File: src/verilog/ivec_defs.svh
// Offsets, field positions, reset values and timing counts of the vector and pin-interrupt
// control logic. Definitions only; included by the control, sense and checker modules and the bench.
//
// Operation
// Vector-select clear puts vectors at flash start; set puts them in boot section.
// Vector-select changes only via change-enable write, then select write within four cycles.
// Interrupts blocked from change-enable write until after following instruction, or four cycles.
// Automatic blocking leaves the global interrupt enable bit untouched.
// Change-enable clears four cycles after written or when vector-select is written.
// Boot-lock bits block interrupts while executing from the section without vectors.
// Brown-out-off bit armed by writing both bits one, then bit alone within four cycles.
// Brown-out-off bit active three cycles after set, cleared after three more.
// Brown-out detector turns off only on sleep while brown-out-off bit is active.
// Pull-up disable bit one forces every port pull-up off.
// Control register at data offset 0x55, I/O offset 0x35, difference 0x20.
// Pin interrupts trigger from pin activity even when pins drive outputs.
// Pin-change requests 2, 1, 0 from groups 23:16, 14:8, 7:0.
// Per-group mask registers select contributing pins.
// Pin-change detection works without the I/O clock.
// Low-level sense keeps requesting while the pin stays low.
// Edge sense works only while the I/O clock runs.
// Low-level detection works without the I/O clock.
// Wake level must last through start-up, else wake without interrupt.
// Sense code 00 low, 01 any change, 10 falling, 11 rising.
// Edge flag set by trigger, cleared by handler or write one, zero in level mode.
// Vector table base 0x002, or boot reset address plus 0x0002.
// Edge detection compares current with previous sample each I/O clock.
// Vector-select write outside an open window leaves it unchanged.
`ifndef IVEC_DEFS_SVH
`define IVEC_DEFS_SVH

`define IVEC_DATA_ADDR      8'h55
`define IVEC_IO_ADDR        8'h35
`define IVEC_IO_DELTA       8'h20
`define IVEC_CTRL_RESET     8'h00
`define IVEC_BIT_BROWNOUT_OFF_IN_SLEEP       6
`define IVEC_BIT_BROWNOUT_OFF_UNLOCK      5
`define IVEC_BIT_PUD        4
`define IVEC_BIT_SEL        1
`define IVEC_BIT_CE         0
`define IVEC_WINDOW_CYC     3'h4
`define IVEC_BOD_DELAY_CYC  3'h3
`define IVEC_BOD_HOLD_CYC   3'h3
`define IVEC_APP_BASE       16'h0002
`define IVEC_BOOT_OFFSET    16'h0002
`define IVEC_SENSE_LOW      2'h0
`define IVEC_SENSE_ANY      2'h1
`define IVEC_SENSE_FALL     2'h2
`define IVEC_SENSE_RISE     2'h3

`endif

File: src/verilog/ivec_pkg.sv
// Types shared by the vector and pin-interrupt control logic.
// Assumes the defines header is compiled alongside it.
package ivec_pkg;
    typedef enum logic [1:0] {
        IVEC_SENSE_LOW_E  = 2'h0,
        IVEC_SENSE_ANY_E  = 2'h1,
        IVEC_SENSE_FALL_E = 2'h2,
        IVEC_SENSE_RISE_E = 2'h3
    } ivec_sense_t;

    // Brown-out-off sequence: Gray coded along idle, unlocked, waiting, active.
    typedef enum logic [1:0] {
        IVEC_BOD_IDLE   = 2'b00,
        IVEC_BOD_UNLOCK = 2'b01,
        IVEC_BOD_WAIT   = 2'b11,
        IVEC_BOD_ACTIVE = 2'b10
    } ivec_bod_state_t;
endpackage : ivec_pkg

File: src/verilog/ivec_ctrl.sv
// Control register for vector placement, brown-out-off sequence and pull-up disable,
// plus external and pin-change interrupt detection.
// Assumes the core presents single-cycle I/O writes and reads and an instruction-done strobe.
`include "ivec_defs.svh"
module ivec_ctrl (
    input  wire logic                 clock,          // I/O clock, 250 MHz
    input  wire logic                 arst_n,         // Asynchronous reset, active low
    input  wire logic                 clk_en,         // Freezes all state while low
    input  wire logic [7:0]           addr,           // Data-space or I/O address from the core
    input  wire logic                 io_space,       // High when addr is an I/O address
    input  wire logic                 wr_en,          // Register write strobe
    input  wire logic                 rd_en,          // Register read strobe
    input  wire logic [7:0]           wdata,          // Write data
    input  wire logic                 instr_done,     // Pulse at each instruction end
    input  wire logic                 sleep_exec,     // Pulse when sleep executes
    input  wire logic                 exec_in_boot,   // Core fetches from boot section
    input  wire logic                 app_boot_lock,  // Lock bit, programmed high
    input  wire logic                 boot_side_lock, // Lock bit, programmed high
    input  wire logic [15:0]          boot_reset_addr,// Set by boot size fuse
    input  wire logic [1:0]           ext_pin,        // Sense-controlled pins
    input  wire ivec_pkg::ivec_sense_t sense_0,       // Sense mode of channel 0
    input  wire ivec_pkg::ivec_sense_t sense_1,       // Sense mode of channel 1
    input  wire logic [1:0]           ext_flag_clr,   // Flag clears, one per channel
    input  wire logic [23:0]          pin_change_input, // Grouped pin-change inputs
    input  wire logic [7:0]           pin_change_mask_0, // Group 7:0 mask
    input  wire logic [7:0]           pin_change_mask_1, // Group 14:8 mask, bit 7 unused
    input  wire logic [7:0]           pin_change_mask_2, // Group 23:16 mask
    input  wire logic [7:0]           pin_ref,        // Last pin-change levels taken by software
    output logic [7:0]                rdata,          // Read data
    output logic                      irq_block,      // Interrupts blocked
    output logic                      vector_select,  // Vector table in boot section
    output logic [15:0]               vector_base,    // Vector table start address
    output logic                      pullup_disable, // Port pull-ups forced off
    output logic                      brownout_off,   // Brown-out detector off in sleep
    output logic [1:0]                ext_irq_flag,   // Edge flags
    output logic [1:0]                ext_level_req,  // Level requests
    output logic                      pin_change_request_0, // Group 7:0 change
    output logic                      pin_change_request_1, // Group 14:8 change
    output logic                      pin_change_request_2  // Group 23:16 change
);
    import ivec_pkg::*;

    localparam logic [7:0] CTRL_RST = `IVEC_CTRL_RESET; // Reset image of the register.

    // Address decode for either address space.
    wire hit_w = io_space ? (addr == `IVEC_IO_ADDR) : (addr == `IVEC_DATA_ADDR);
    wire wr_w  = wr_en & hit_w;
    wire rd_w  = rd_en & hit_w;

    logic       sel_q;
    logic       sel_d;
    logic       ce_q;
    logic       ce_d;
    logic [2:0] ce_cnt_q;
    logic [2:0] ce_cnt_d;
    logic       blk_q;
    logic       blk_d;
    logic       post_sel_q;
    logic       post_sel_d;
    logic       pud_q;
    logic       brownout_off_unlock_q;
    logic       brownout_off_in_sleep_q;
    logic       brownout_off_in_sleep_d;
    ivec_bod_state_t bod_st_q;
    ivec_bod_state_t bod_st_d;
    logic [2:0] bod_cnt_q;
    logic [2:0] bod_cnt_d;
    logic       bod_off_q;
    logic [7:0] rdata_q;
    logic [15:0] base_q;

    // Change window: opened by writing the change enable, closed after four cycles.
    wire ce_wr_w   = wr_w & wdata[`IVEC_BIT_CE];
    wire sel_wr_w  = wr_w & ~wdata[`IVEC_BIT_CE] & ce_q;
    wire ce_exp_w  = ce_q & (ce_cnt_q == (`IVEC_WINDOW_CYC - 3'h1));

    // Select moves only through the open window; stray writes are ignored.
    assign sel_d = sel_wr_w ? wdata[`IVEC_BIT_SEL] : sel_q;
    // Change enable drops on the select write or at expiry.
    assign ce_d  = ce_wr_w ? 1'b1 : ((sel_wr_w | ce_exp_w) ? 1'b0 : ce_q);
    assign ce_cnt_d = ce_wr_w ? 3'h0 : (ce_q ? ce_cnt_q + 3'h1 : 3'h0);

    // Block holds through the instruction after the select write, or the window.
    assign post_sel_d = sel_wr_w ? 1'b1 : (instr_done ? 1'b0 : post_sel_q);
    assign blk_d = ce_wr_w | ce_d | post_sel_d;

    // Interrupts are gated here only; the status word's global enable is never written.
    wire lock_blk_w = (sel_q & app_boot_lock & ~exec_in_boot) |
                      (~sel_q & boot_side_lock & exec_in_boot);

    // Brown-out-off sequence: unlock, then confirm, delay three, hold three.
    wire bod_unlock_w  = wr_w & wdata[`IVEC_BIT_BROWNOUT_OFF_IN_SLEEP] & wdata[`IVEC_BIT_BROWNOUT_OFF_UNLOCK];
    wire bod_confirm_w = wr_w & wdata[`IVEC_BIT_BROWNOUT_OFF_IN_SLEEP] & ~wdata[`IVEC_BIT_BROWNOUT_OFF_UNLOCK];
    wire bod_cnt_end_w = (bod_cnt_q == 3'h1);

    always_comb begin
        bod_st_d  = bod_st_q;
        bod_cnt_d = (bod_cnt_q != 3'h0) ? bod_cnt_q - 3'h1 : 3'h0;
        unique case (bod_st_q)
            IVEC_BOD_IDLE: begin
                if (bod_unlock_w) begin
                    bod_st_d  = IVEC_BOD_UNLOCK;
                    bod_cnt_d = `IVEC_WINDOW_CYC;
                end
            end
            IVEC_BOD_UNLOCK: begin
                if (bod_confirm_w) begin
                    bod_st_d  = IVEC_BOD_WAIT;
                    bod_cnt_d = `IVEC_BOD_DELAY_CYC;
                end else if (bod_cnt_end_w) begin
                    bod_st_d = IVEC_BOD_IDLE;
                end
            end
            IVEC_BOD_WAIT: begin
                if (bod_cnt_end_w) begin
                    bod_st_d  = IVEC_BOD_ACTIVE;
                    bod_cnt_d = `IVEC_BOD_HOLD_CYC;
                end
            end
            IVEC_BOD_ACTIVE: begin
                if (bod_cnt_end_w) begin
                    bod_st_d = IVEC_BOD_IDLE;
                end
            end
        endcase
    end
    assign brownout_off_in_sleep_d = (bod_st_d == IVEC_BOD_WAIT) | (bod_st_d == IVEC_BOD_ACTIVE);

    // Control register state.
    always_ff @(posedge clock or negedge arst_n) begin
        if (!arst_n) begin
            sel_q      <= CTRL_RST[`IVEC_BIT_SEL];
            ce_q       <= 1'b0;
            ce_cnt_q   <= 3'h0;
            post_sel_q <= 1'b0;
            blk_q      <= 1'b0;
            pud_q      <= 1'b0;
            brownout_off_unlock_q    <= 1'b0;
            brownout_off_in_sleep_q     <= 1'b0;
            bod_st_q   <= IVEC_BOD_IDLE;
            bod_cnt_q  <= 3'h0;
        end else if (clk_en) begin
            sel_q      <= sel_d;
            ce_q       <= ce_d;
            ce_cnt_q   <= ce_cnt_d;
            post_sel_q <= post_sel_d;
            blk_q      <= blk_d | lock_blk_w;
            pud_q      <= wr_w ? wdata[`IVEC_BIT_PUD] : pud_q;
            brownout_off_unlock_q    <= bod_st_d == IVEC_BOD_UNLOCK;
            brownout_off_in_sleep_q     <= brownout_off_in_sleep_d;
            bod_st_q   <= bod_st_d;
            bod_cnt_q  <= bod_cnt_d;
        end
    end

    // Detector turns off only when sleep lands inside the active span.
    always_ff @(posedge clock or negedge arst_n) begin
        if (!arst_n) begin
            bod_off_q <= 1'b0;
        end else if (clk_en) begin
            bod_off_q <= sleep_exec ? (bod_st_q == IVEC_BOD_ACTIVE) : bod_off_q;
        end
    end

    // Read data and derived outputs, all registered.
    wire [7:0] ctrl_view_w = {1'b0, brownout_off_in_sleep_q, brownout_off_unlock_q, pud_q, 2'b00, sel_q, ce_q};
    wire [15:0] base_w = sel_d ? boot_reset_addr + `IVEC_BOOT_OFFSET
                               : `IVEC_APP_BASE;
    always_ff @(posedge clock or negedge arst_n) begin
        if (!arst_n) begin
            rdata_q    <= 8'h00;
            base_q     <= `IVEC_APP_BASE;
        end else if (clk_en) begin
            rdata_q    <= rd_w ? ctrl_view_w : 8'h00;
            base_q     <= base_w;
        end
    end

    // Both block causes share one flop, so the core sees a glitch-free gate.
    assign irq_block      = blk_q;
    assign rdata          = rdata_q;
    assign vector_select  = sel_q;
    assign vector_base    = base_q;
    assign pullup_disable = pud_q;
    assign brownout_off   = bod_off_q;

    // Two sense channels share one module.
    ivec_ext_sense u_ext0 (
        .clock     (clock),
        .arst_n    (arst_n),
        .clk_en    (clk_en),
        .pin       (ext_pin[0]),
        .sense     (sense_0),
        .flag_clr  (ext_flag_clr[0]),
        .flag      (ext_irq_flag[0]),
        .level_req (ext_level_req[0])
    );
    ivec_ext_sense u_ext1 (
        .clock     (clock),
        .arst_n    (arst_n),
        .clk_en    (clk_en),
        .pin       (ext_pin[1]),
        .sense     (sense_1),
        .flag_clr  (ext_flag_clr[1]),
        .flag      (ext_irq_flag[1]),
        .level_req (ext_level_req[1])
    );

    // Pin change is a clockless compare against the software reference levels, so it can
    // wake the part with the clock halted; the trade is no glitch filtering.
    assign pin_change_request_0 = |((pin_change_input[7:0] ^ pin_ref) &
                                    pin_change_mask_0);
    assign pin_change_request_1 = |((pin_change_input[14:8] ^ pin_ref[6:0]) &
                                    pin_change_mask_1[6:0]);
    assign pin_change_request_2 = |((pin_change_input[23:16] ^ pin_ref) &
                                    pin_change_mask_2);
endmodule : ivec_ctrl

File: src/verilog/ivec_ext_sense.sv
// One sense-controlled external interrupt channel: edge flag and level request.
// Assumes the pin is already synchronous to clock; the level path is combinational.
`include "ivec_defs.svh"
module ivec_ext_sense (
    input  wire logic                 clock,     // I/O clock
    input  wire logic                 arst_n,    // Asynchronous reset, active low
    input  wire logic                 clk_en,    // Freezes state while low
    input  wire logic                 pin,       // Pin level, read even when driven as output
    input  wire ivec_pkg::ivec_sense_t sense,    // Sense mode
    input  wire logic                 flag_clr,  // Write-one or handler clear
    output logic                      flag,      // Registered edge flag
    output logic                      level_req  // Asynchronous low-level request
);
    import ivec_pkg::*;

    logic pin_prev_q;
    logic prev_ok_q;
    logic flag_q;
    logic flag_d;
    wire  rise_w = pin & ~pin_prev_q;
    wire  fall_w = ~pin & pin_prev_q;
    wire  is_level_w = (sense == IVEC_SENSE_LOW_E);
    wire  hit_w = (sense == IVEC_SENSE_ANY_E  & (rise_w | fall_w)) |
                  (sense == IVEC_SENSE_FALL_E & fall_w) |
                  (sense == IVEC_SENSE_RISE_E & rise_w);

    // A trigger in the clearing cycle wins, so no edge is lost; level mode holds zero.
    // No edge counts until one real sample is held, so reset cannot fake a transition.
    assign flag_d = is_level_w ? 1'b0 : ((hit_w & prev_ok_q) | (flag_q & ~flag_clr));
    // Level request needs no clock so it can wake the part from deep sleep.
    assign level_req = is_level_w & ~pin;
    assign flag = flag_q;

    // Edges are only seen while the clock runs.
    always_ff @(posedge clock or negedge arst_n) begin
        if (!arst_n) begin
            pin_prev_q <= 1'b0;
            prev_ok_q  <= 1'b0;
            flag_q     <= 1'b0;
        end else if (clk_en) begin
            pin_prev_q <= pin;
            prev_ok_q  <= 1'b1;
            flag_q     <= flag_d;
        end
    end
endmodule : ivec_ext_sense

File: config.mk
export PLATFORM = sky130hd
export DESIGN_NAME = ivec_ctrl
export DESIGN_NICKNAME = d
export VERILOG_FILES = /design/src/verilog/ivec_pkg.sv /design/src/verilog/ivec_ctrl.sv /design/src/verilog/ivec_ext_sense.sv
export VERILOG_INCLUDE_DIRS = /design/src /design/src/verilog
export SDC_FILE = /design/constraint.sdc
export NUM_CORES = 1
export LEC_CHECK = 0
export ABC_AREA = 1
export BUFFER_PORTS_ARGS = -buffer_cell sky130_fd_sc_hd__buf_2
export CAP_MARGIN = 20
export CORE_UTILIZATION = 50
export DETAILED_ROUTE_END_ITERATION = 16
export PLACE_DENSITY = 0.86
export SYNTH_ARGS = -nofsm -noshare
export SYNTH_HDL_FRONTEND = slang
export SYNTH_SLANG_ARGS = --single-unit
File: constraint.sdc
create_clock -name clock -period 2 [get_ports clock]
set_clock_uncertainty 0.1 [all_clocks]
set_input_delay 0.3 -clock clock [delete_from_list [all_inputs] [get_ports clock]]
set_output_delay 0.3 -clock clock [all_outputs]
set_load 0.005 [all_outputs]
Yosys cells after proc, flatten, opt, wreduce, memory -nomap -nowiden:

Cells that the tools add are included.

* register bits after elaboration: 45
* latch bits: 0
* memory bits (writable): 0
* memory bits (read-only): 0
* input port bits: 107
* output and inout port bits: 35
* word-level logic and storage cells: 127
* memories kept: 0

* add/subtract/negate cells: 3
* multipliers: 0
* div/mod/pow operators: 0
* magnitude comparators: 0
* eq/ne operators: 16
* shift-type cells: 0
* muxes and demuxes: 22
* bitwise logic cells: 59
* reduce and logical (&&, ||, !) cells: 9

Operators with widths (count)
* 1-bit AND: 29
* 3-bit 2-to-1 mux: 6
* 16-bit by 2-bit adder with 16-bit output, second input constant: 1
* 8-bit AND: 2
* 2-bit equality test, second input constant: 8
* 16-bit 2-to-1 mux: 1
* 8-bit OR reduction: 2
* 8-bit XOR: 2
* 1-bit bitwise OR: 14
* 1-bit NOT: 10
* 3-bit case mux with 3 select lines: 1
* 2-bit by 1-bit equality test with 1-bit output, second input constant: 4
* 8-bit by 6-bit equality test with 1-bit output, second input constant: 1
* 8-bit by 7-bit equality test with 1-bit output, second input constant: 1
* 1-bit 2-to-1 mux: 8
* 2-bit 2-to-1 mux: 4
* 2-bit case mux with 4 select lines: 1
* 7-bit AND: 1
* 7-bit 2-to-1 mux: 1
* 7-bit OR reduction: 1
* 7-bit XOR: 1
* 2-bit logical NOT: 3
* 2-bit AND reduction: 2
* 3-bit by 1-bit adder with 3-bit output, second input constant: 1
* other kinds (4): 4

Longest topological paths before layout:

Gate-level depths: netlist (run 1).

* depth after elaboration: 11
* depth in mapped cells: 11
* depth with buffers taken out: 11

By module:

From an unflattened synthesis (run 1), not the netlist that was laid out.

* cells, all modules: 401
* area total of the unflattened synthesis: 2879.0 µm²

Modules (own cells, without submodules)
* ivec_ctrl: instances 1, cells each 347, area each 2496.1 µm², sequential area each 927.1 µm²
* ivec_ext_sense: instances 2, cells each 27, area each 191.4 µm², sequential area each 75.1 µm²

Worst setup path after synthesis (run 1):

Ideal clock, no wire load.

* path kind: input to register
* start: in addr[3]
* end: reg sel_q (netlist: vector_select)
* setup time: 126 ps
* data arrival time: 1256 ps
* required time: 1774 ps
* path slack: 518 ps
* stages on the path: 7
* buffers on the path: 1
* path through: nor2_2 > nand3_2 > nor2_4 > nand4_1 > nand2_2 > buf_6 > o21ai_2

* word-level cells in the longest chain between the ends: 6
* elaborated cells on any way between the ends: 7
* those cells by class: 2 x eq/ne; 2 x mux; 3 x bitwise

Ends and longest elaborated chain
* from (decl): line ivec_ctrl.sv:9 `input wire logic [7:0] addr,`
* 8-bit by 7-bit equality test with 1-bit output (no line) / 8-bit by 6-bit equality test with 1-bit output (equally long branches)
* 1-bit 2-to-1 mux (*): line ivec_ctrl.sv:46 `` wire hit_w = io_space ? (addr == `IVEC_IO_ADDR) : (addr == `IVEC_DATA_ADDR); ``
* 1-bit AND (*): line ivec_ctrl.sv:47 `wire wr_w = wr_en & hit_w;`
* 1-bit AND (*) (2 in a row): line ivec_ctrl.sv:74 `` wire sel_wr_w = wr_w & ~wdata[`IVEC_BIT_CE] & ce_q; ``
* 1-bit 2-to-1 mux (*): line ivec_ctrl.sv:78 `` assign sel_d = sel_wr_w ? wdata[`IVEC_BIT_SEL] : sel_q; ``
* to (signal assigned): line ivec_ctrl.sv:132 `` sel_q <= CTRL_RST[`IVEC_BIT_SEL]; ``
* to (signal assigned): line ivec_ctrl.sv:143 `sel_q <= sel_d;`
* to (decl): line ivec_ctrl.sv:50 `logic sel_q;`

Mark *: on every way between the ends. The rest lies on a longest branch, timed or not.
A chain may end at the register's enable or synchronous reset.

Worst setup path after layout (run 1):

* start: in pin_ref[6]
* end: out pin_change_request_2

* word-level cells in the longest chain between the ends: 3

Ends and longest elaborated chain
* from (decl): line ivec_ctrl.sv:28 `input wire logic [7:0] pin_ref,`
* 8-bit XOR: line ivec_ctrl.sv:215 `assign pin_change_request_2 = |((pin_change_input[23:16] ^ pin_ref) &`
* 8-bit AND: line ivec_ctrl.sv:215
* 8-bit OR reduction: line ivec_ctrl.sv:215
* to (decl): line ivec_ctrl.sv:39 `output logic pin_change_request_2`

No other way between the ends.

==> run metrics, run 1 <==
number of antenna violations at the first check in global routing=0; required arrival time at the worst endpoint=approximately 1.6 ns; overall routing resource usage=0.258; commonest cells after routing, fill and taps aside=sky130_fd_sc_hd__buf_2 (133), sky130_fd_sc_hd__nand2_1 (117), sky130_fd_sc_hd__inv_1 (43); portion of total power attributed to combinational logic=0.244; dpl cells=around 600; Placer Congestion=roughly 0.83; headroom to the max-slew limit=0.532; total number of nets in the final design=about 640; share of power burned in registers=0.417; flip-flop and latch count after synthesis=42; part of the total power dissipated in the clock network=0.339; classification of the worst-slack hold path=primary input to flip-flop; via count=roughly 3k; largest stage delay on the critical path=0.34 ns; Die Y=77.5 um; slowest cell on the critical path=sky130_fd_sc_hd__or3_1; total internal power=around 1.7 mW; CTS root buffer=sky130_fd_sc_hd__clkbuf_8; fraction of power spent switching nets=0.290; family with the most delay on the worst path=simple AND/OR/NAND/NOR gates; setup slack after layout=~0.24 ns; CP startpoint=pin_ref[6]; Post-CTS Repair Setup Buffers=0; actual slew at the worst max-slew pin=about 0.7 ns; ports placed on the boundary=approximately 140; Initial Util=0.518; Max Transition Viols Final=0; post_cts resized=0; Mapped Avg Cell Area=about 7.4 um2; hold path startpoint=sleep_exec; TritonCTS clock tree=done; wire length of the first global-routing pass=12.4 mm; result of the run=completed; via count of the first global-routing pass=2942; CORE AREA=~5500 um2; maxcap violations=0; post-DP HPWL=between 5 and 6 mm; post-route non-filler standard cell count=between 500 and 600; number of optimization iterations in the first detailed-route pass=4; critical path cell sequence=buf_2 -> or2_2 -> nand3_1 -> nand4_1 -> or3_1 -> buf_2; number of cells on the worst reg-to-reg path=7; Seq/Total Area, Yosys=0.369; Net Switching=roughly 690 uW; hold violation count in the final report=0; worst r2r src=bod_cnt_q[2]; DRT iter0 DRCs=between 150 and 200; worst-case vdd ir drop=~0.34 mV; most common cell after layout, fill and taps aside=sky130_fd_sc_hd__buf_2; category of the critical setup timing path=primary input to primary output; capture point of the worst reg-to-reg path=bod_cnt_q[1]; leakage power total=2.02 nW; setup repair after global routing missed its margin=no; ratio of cells with drive above 1 in the final layout=0.330; worst path arrival time=around 1.4 ns; post-placement setup slack=0.239 ns; number of stages on the worst setup path=6; netlist area before placement=approximately 2900 um2; total of endpoints with negative setup slack in the final report=0; number of buffers and inverters on the critical path=2; CP endpoint kind=primary output; final sum of negative setup slack=0 ns; sort of element at the start of the critical path=primary input; clock transition at the register clock pins on the worst setup and hold paths after CTS=about 0.080 ns; post-synthesis to final-layout area growth=30.5%; pwr dens=between 600 and 700 nW/um2; termination of the worst setup path=pin_change_request_2; clock period minus worst slack=1.76 ns; Total Routed Length=~7.3 mm; number of CTS-inserted buffers=5; count of cell types in the netlist=39; detailed-route vias per instance=5.12; number of input and output port buffers inserted=133; horizontal die dimension=just under 80 um; die footprint=between 6000 and 7000 um2; warnings from Yosys=0; Clock Sinks=42; register-to-register path setup slack=~0.59 ns; dominant cell type by count on the critical path=sky130_fd_sc_hd__buf_2; number of cell rows=27; cell count after synthesis=slightly below 400; Clock Latency Late Sink=approximately 0.3 ns; largest net degree at the start of global routing=34; ratio of final minimum period to clock period=0.879; maximum number of buffers from clock root to sink=2; Post-DRT Antenna Nets=0; total gr overflow=0; maximum fanout count along the critical path=5; detail-routed net length per standard cell=between 10 and 15 um; depth of the CTS H-tree=2; Max Clock Freq=about 570 MHz; number of diodes added for antenna fixing=0; remaining routing DRC violations=0
[power groups by stage]
stage	registers, mW	logic (mW)	clock network, mW
6_report	0.995	0.582	0.807
5_1_grt	1.01	0.663	0.853
3_5_place_dp	1.01	0.578	0
4_1_cts	0.995	0.584	0.822
2_1_floorplan	1.01	0.324	0
3_3_place_gp	1.01	0.556	0
[how the worst min path moves through the flow]
stage,end,cells past startpoint
final,brownout_off,2
after global routing,brownout_off,2
after CTS,brownout_off,2
after detailed placement,brownout_off,1
after global placement,brownout_off,1
after floorplan,bod_cnt_q[0],0
[cells in the mapped netlist]
master | n | area share
sky130_fd_sc_hd__xnor2_1 | 3 | 0.0092
sky130_fd_sc_hd__dfstp_2 | 1 | 0.0092
sky130_fd_sc_hd__nor3_1 | 5 | 0.0088
sky130_fd_sc_hd__conb_1 | 1 | 0.0013
sky130_fd_sc_hd__inv_1 | 43 | 0.057
sky130_fd_sc_hd__or2_2 | 6 | 0.013
sky130_fd_sc_hd__o21ai_0 | 21 | 0.037
sky130_fd_sc_hd__nand3_4 | 1 | 0.0061
sky130_fd_sc_hd__clkinv_1 | 1 | 0.0013
sky130_fd_sc_hd__nand3_2 | 1 | 0.0035
sky130_fd_sc_hd__a21oi_1 | 5 | 0.0088
sky130_fd_sc_hd__nor2_1 | 29 | 0.038
sky130_fd_sc_hd__a31oi_1 | 1 | 0.0022
sky130_fd_sc_hd__buf_2 | 1 | 0.0018
sky130_fd_sc_hd__ha_1 | 9 | 0.040
sky130_fd_sc_hd__dfrtp_1 | 41 | 0.36
sky130_fd_sc_hd__buf_6 | 1 | 0.0040
sky130_fd_sc_hd__nand4_1 | 10 | 0.022
sky130_fd_sc_hd__nor2_2 | 2 | 0.0044
sky130_fd_sc_hd__o21bai_1 | 2 | 0.0053
sky130_fd_sc_hd__o21a_1 | 4 | 0.011
sky130_fd_sc_hd__o22ai_1 | 6 | 0.013
sky130_fd_sc_hd__mux2i_1 | 1 | 0.0035
sky130_fd_sc_hd__a31o_2 | 1 | 0.0031
sky130_fd_sc_hd__a221oi_1 | 1 | 0.0031
sky130_fd_sc_hd__o21ai_2 | 10 | 0.031
sky130_fd_sc_hd__buf_4 | 7 | 0.018
sky130_fd_sc_hd__clkbuf_1 | 5 | 0.0066
sky130_fd_sc_hd__xor2_1 | 15 | 0.046
sky130_fd_sc_hd__a22o_1 | 2 | 0.0061
sky130_fd_sc_hd__nand3_1 | 23 | 0.040
sky130_fd_sc_hd__nand2_1 | 117 | 0.15
sky130_fd_sc_hd__a32o_1 | 2 | 0.0070
sky130_fd_sc_hd__o221ai_1 | 2 | 0.0061
sky130_fd_sc_hd__nand2_2 | 1 | 0.0022
sky130_fd_sc_hd__or3_1 | 2 | 0.0044
sky130_fd_sc_hd__o21ai_4 | 1 | 0.0057
sky130_fd_sc_hd__nor2_4 | 1 | 0.0040
sky130_fd_sc_hd__o31ai_1 | 1 | 0.0026
[kinds of logic (layout without fill, tap and decap cells)]
logic type                 after synthesis  count (layout)  synth area share
AOI/OAI and AO/OA                       59              59             0.141
xor gates and xnor gates                18              18            0.0553
adders and majority gates                9               9            0.0395
buffers and inverters                   58             192            0.0887
DFF                                     42              42             0.369
muxes                                    1               1           0.00351
other                                    1               3           0.00132
and+or+nand+nor                        198             198             0.301
[layer usage]
| layer | track usage | up-vias | share of wire |
|---|---|---|---|
| met3 | 0.0471 | 18 | 0.052 |
| met4 | 0.0811 | 0 | 0.024 |
| met1 | 0.312 | 1399 | 0.43 |
| met5 | 0 | - | 0 |
| li1 | - | 1516 | - |
| met2 | 0.461 | 106 | 0.49 |
[flip-flops by register name, indices dropped and copies added (netlist names), 2 cells and up]
| name | count |
|---|---|
| bod_cnt_q | 3 |
| rdata | 5 |
| bod_st_q | 2 |
| ce_cnt_q | 3 |
| vector_base | 16 |
[what timing repair did]
item	4_1_cts	5_1_grt
endpoints found under the setup margin	0	0
endpoints found under the hold margin	28	0
hold buffers	1	0
[stage by stage]
| step | cell area (um2) | total power [mW] | utilization | hold slack [ns] |
|---|---|---|---|---|
| 2_1_floorplan | 2860 | 1.33 | - | -0.0956 |
| 3_3_place_gp | 3570 | 1.56 | 0.648 | 0.272 |
| 3_5_place_dp | 3570 | 1.59 | 0.648 | 0.284 |
| 4_1_cts | 3720 | 2.40 | 0.675 | 0.0977 |
| 5_1_grt | 3720 | 2.52 | 0.675 | 0.113 |
| 6_report | 3720 | 2.38 | 0.675 | 0.106 |
[layout make-up]
class                      count  area (um2)
clock buffer                   5        68.8
clock inverter                 3        68.8
fill                         475        1790
inverter                      44         165
multi-input combinational    288        1550
sequential                    42        1050
tap                           72        90.1
timing repair buffer         140         721
Power figures use the tool's default switching activity.
==> run 2: changes to the inputs <==
CELL_PAD_IN_SITES_DETAIL_PLACEMENT = 1   (was not set)
CELL_PAD_IN_SITES_GLOBAL_PLACEMENT = 1   (was not set)
CORE_MARGIN = 1.5   (was not set)
CORE_UTILIZATION = 34   (was 50)
PLACE_DENSITY = not set   (was 0.86)
PLACE_DENSITY_LB_ADDON = 0.1   (was not set)
==> run 2 against run 1 <==
  * Final area fell by 0.30%
  * Clock-buffer cell count unchanged
  * Sequential share of layout area up 0.086 points
  * Critical path type unchanged
==> run metrics, run 2 (synthesis gave the netlist of run 1 again) <==
result of the run=completed (unchanged); total of endpoints with negative setup slack in the final report=0 (unchanged); headroom to the max-slew limit=0.631 (was 0.532); maximum number of buffers from clock root to sink=2 (unchanged); number of optimization iterations in the first detailed-route pass=4 (unchanged); total number of nets in the final design=636 (was 637); Placer Congestion=0.787 (was 0.833); clock transition at the register clock pins on the worst setup and hold paths after CTS=0.09 ns (was 0.08 ns); number of diodes added for antenna fixing=0 (unchanged); topmost layer with routed signal wires=met4 (unchanged); total internal power=1.44 mW (was 1.69 mW); horizontal die dimension=94.6 um (was 77.5 um); register-to-register path setup slack=0.59 ns (about the same); maxcap violations=0 (unchanged); Initial Util=0.349 (was 0.518); classification of the worst-slack hold path=primary input to flip-flop (unchanged); share of power burned in registers=0.461 (was 0.417); fraction of power spent switching nets=0.333 (was 0.290); post-synthesis to final-layout area growth=30.1% (was 30.5%); overall routing resource usage=0.197 (was 0.258); Max Clock Freq=565 MHz (was 569 MHz); ports placed on the boundary=142 (unchanged); termination of the worst setup path=pin_change_request_0 (was pin_change_request_2); detailed-route vias per instance=4.82 (was 5.12); die footprint=8940 um2 (was 6010 um2); hold violation count in the final report=0 (unchanged); post-placement setup slack=0.206 ns (was 0.239 ns); ratio of cells with drive above 1 in the final layout=0.328 (was 0.330); worst path arrival time=1.37 ns (was 1.36 ns); Layout Cell Area excl Fill=3710 um2 (was 3720 um2); via count of the first global-routing pass=3178 (was 2942); Clock Latency Late Sink=0.31 ns (was 0.30 ns); clock period minus worst slack=1.77 ns (was 1.76 ns); most common cell after layout, fill and taps aside=sky130_fd_sc_hd__buf_2 (unchanged); Max Transition Viols Final=0 (unchanged); total gr overflow=0 (unchanged); Placed Area=3600 um2 (was 3570 um2); final sum of negative setup slack=0 ns (unchanged); Die Y=94.6 um (was 77.5 um); number of buffers inserted by hold repair at cts=1 (unchanged); actual slew at the worst max-slew pin=0.553 ns (was 0.702 ns); Clock Sinks=42 (unchanged); CP startpoint=pin_ref[4] (was pin_ref[6]); post_cts resized=0 (unchanged); CP endpoint kind=primary output (unchanged); number of CTS-inserted buffers=5 (unchanged); number of antenna violations at the first check in global routing=0 (unchanged); CTS root buffer=sky130_fd_sc_hd__clkbuf_8 (unchanged); post-DP HPWL=6.96 mm (was 5.83 mm); ratio of final minimum period to clock period=0.886 (was 0.879); remaining routing DRC violations=0 (unchanged); routed length on met2=4.19 mm (was 3.59 mm); Net Switching=721 uW (was 690 uW); number of cell rows=33 (was 27); via count=3016 (was 3039); required arrival time at the worst endpoint=1.60 ns (about the same); commonest cells after routing, fill and taps aside=sky130_fd_sc_hd__buf_2 (133), sky130_fd_sc_hd__nand2_1 (117), sky130_fd_sc_hd__inv_1 (43) (unchanged); met1 WL=3.47 mm (was 3.18 mm); Total Routed Length=8.38 mm (was 7.33 mm); Tot Pwr=2.16 mW (was 2.38 mW); largest net degree at the start of global routing=43 (was 34); sort of element at the start of the critical path=primary input (unchanged); setup slack after layout=0.229 ns (was 0.242 ns); pwr dens=584 nW/um2 (was 641 nW/um2); wire length of the first global-routing pass=13.9 mm (was 12.4 mm); maximum fanout count along the critical path=5 (unchanged); DRT iter0 DRCs=64 (was 196); detail-routed net length per standard cell=13.4 um (was 12.3 um); TritonCTS clock tree=done (unchanged); capture point of the worst reg-to-reg path=irq_block (was bod_cnt_q[1]); setup repair after global routing missed its margin=no (unchanged); portion of total power attributed to combinational logic=0.270 (was 0.244); total met3 wirelength after detailed routing=602 um (was 384 um); number of input and output port buffers inserted=133 (unchanged); worst r2r src=ce_cnt_q[0] (was bod_cnt_q[2]); Post-DRT Antenna Nets=0 (unchanged); Post-CTS Repair Setup Buffers=0 (unchanged); category of the critical setup timing path=primary input to primary output (unchanged); leakage power total=1.99 nW (was 2.02 nW); part of the total power dissipated in the clock network=0.269 (was 0.339); CORE AREA=8180 um2 (was 5510 um2); depth of the CTS H-tree=2 (unchanged); worst-case vdd ir drop=0.251 mV (was 0.341 mV); number of cells on the worst reg-to-reg path=7 (unchanged); hold path cells=2 (unchanged); Largest register FFs=16 (unchanged)
[run 2: worst min path at each step]
stage / slack [ns] / from / endpoint
2_1_floorplan: -0.1 / arst_n / bod_cnt_q[0]
3_3_place_gp: 0.32 / arst_n / u_ext0.flag
3_5_place_dp: 0.31 / arst_n / u_ext0.flag
4_1_cts: 0.10 / sleep_exec / brownout_off
5_1_grt: 0.1 / wdata[4] / pullup_disable
6_report: 0.11 / sleep_exec / brownout_off
[run 2: power by group through the flow]
stage	logic, mW	clock network, mW	registers, mW
final	0.585	0.582	0.996
after global placement	0.572	0	1.01
after floorplan	0.324	0	1.01
after global routing	0.682	0.626	1.01
after detailed placement	0.595	0	1.02
after CTS	0.599	0.602	0.999
[run 2: layer usage]
metal,vias up,track usage
met4,0,0.0485
met3,11,0.0531
met1,1401,0.225
li1,1508,-
met5,-,0
met2,96,0.363
[run 2: cell type report]
| class | count | area, um2 |
|---|---|---|
| clock buffers | 5 | 68.8 |
| clock inverters | 3 | 23.8 |
| fillers | 1109 | 4470 |
| inverters | 44 | 165 |
| multi-input cells | 288 | 1550 |
| flip-flops and latches | 42 | 1050 |
| well taps | 105 | 131 |
| repair buffers | 139 | 713 |
[run 2: worst max-delay path, cell delays in order]
cell,delay (ns)
sky130_fd_sc_hd__buf_2,0.13
sky130_fd_sc_hd__or2_2,0.27
sky130_fd_sc_hd__nand3_1,0.07
sky130_fd_sc_hd__nand4_1,0.12
sky130_fd_sc_hd__or3_1,0.35
sky130_fd_sc_hd__buf_2,0.13
[run 2: stage by stage]
| stage | cells | hold slack (ns) | util |
|---|---|---|---|
| after detailed placement | 617 | 0.308 | 0.441 |
| after floorplan | 388 | -0.0956 | - |
| after global routing | 626 | 0.0988 | 0.453 |
| after CTS | 626 | 0.104 | 0.453 |
| after global placement | 617 | 0.315 | 0.441 |
| final | 626 | 0.111 | 0.453 |
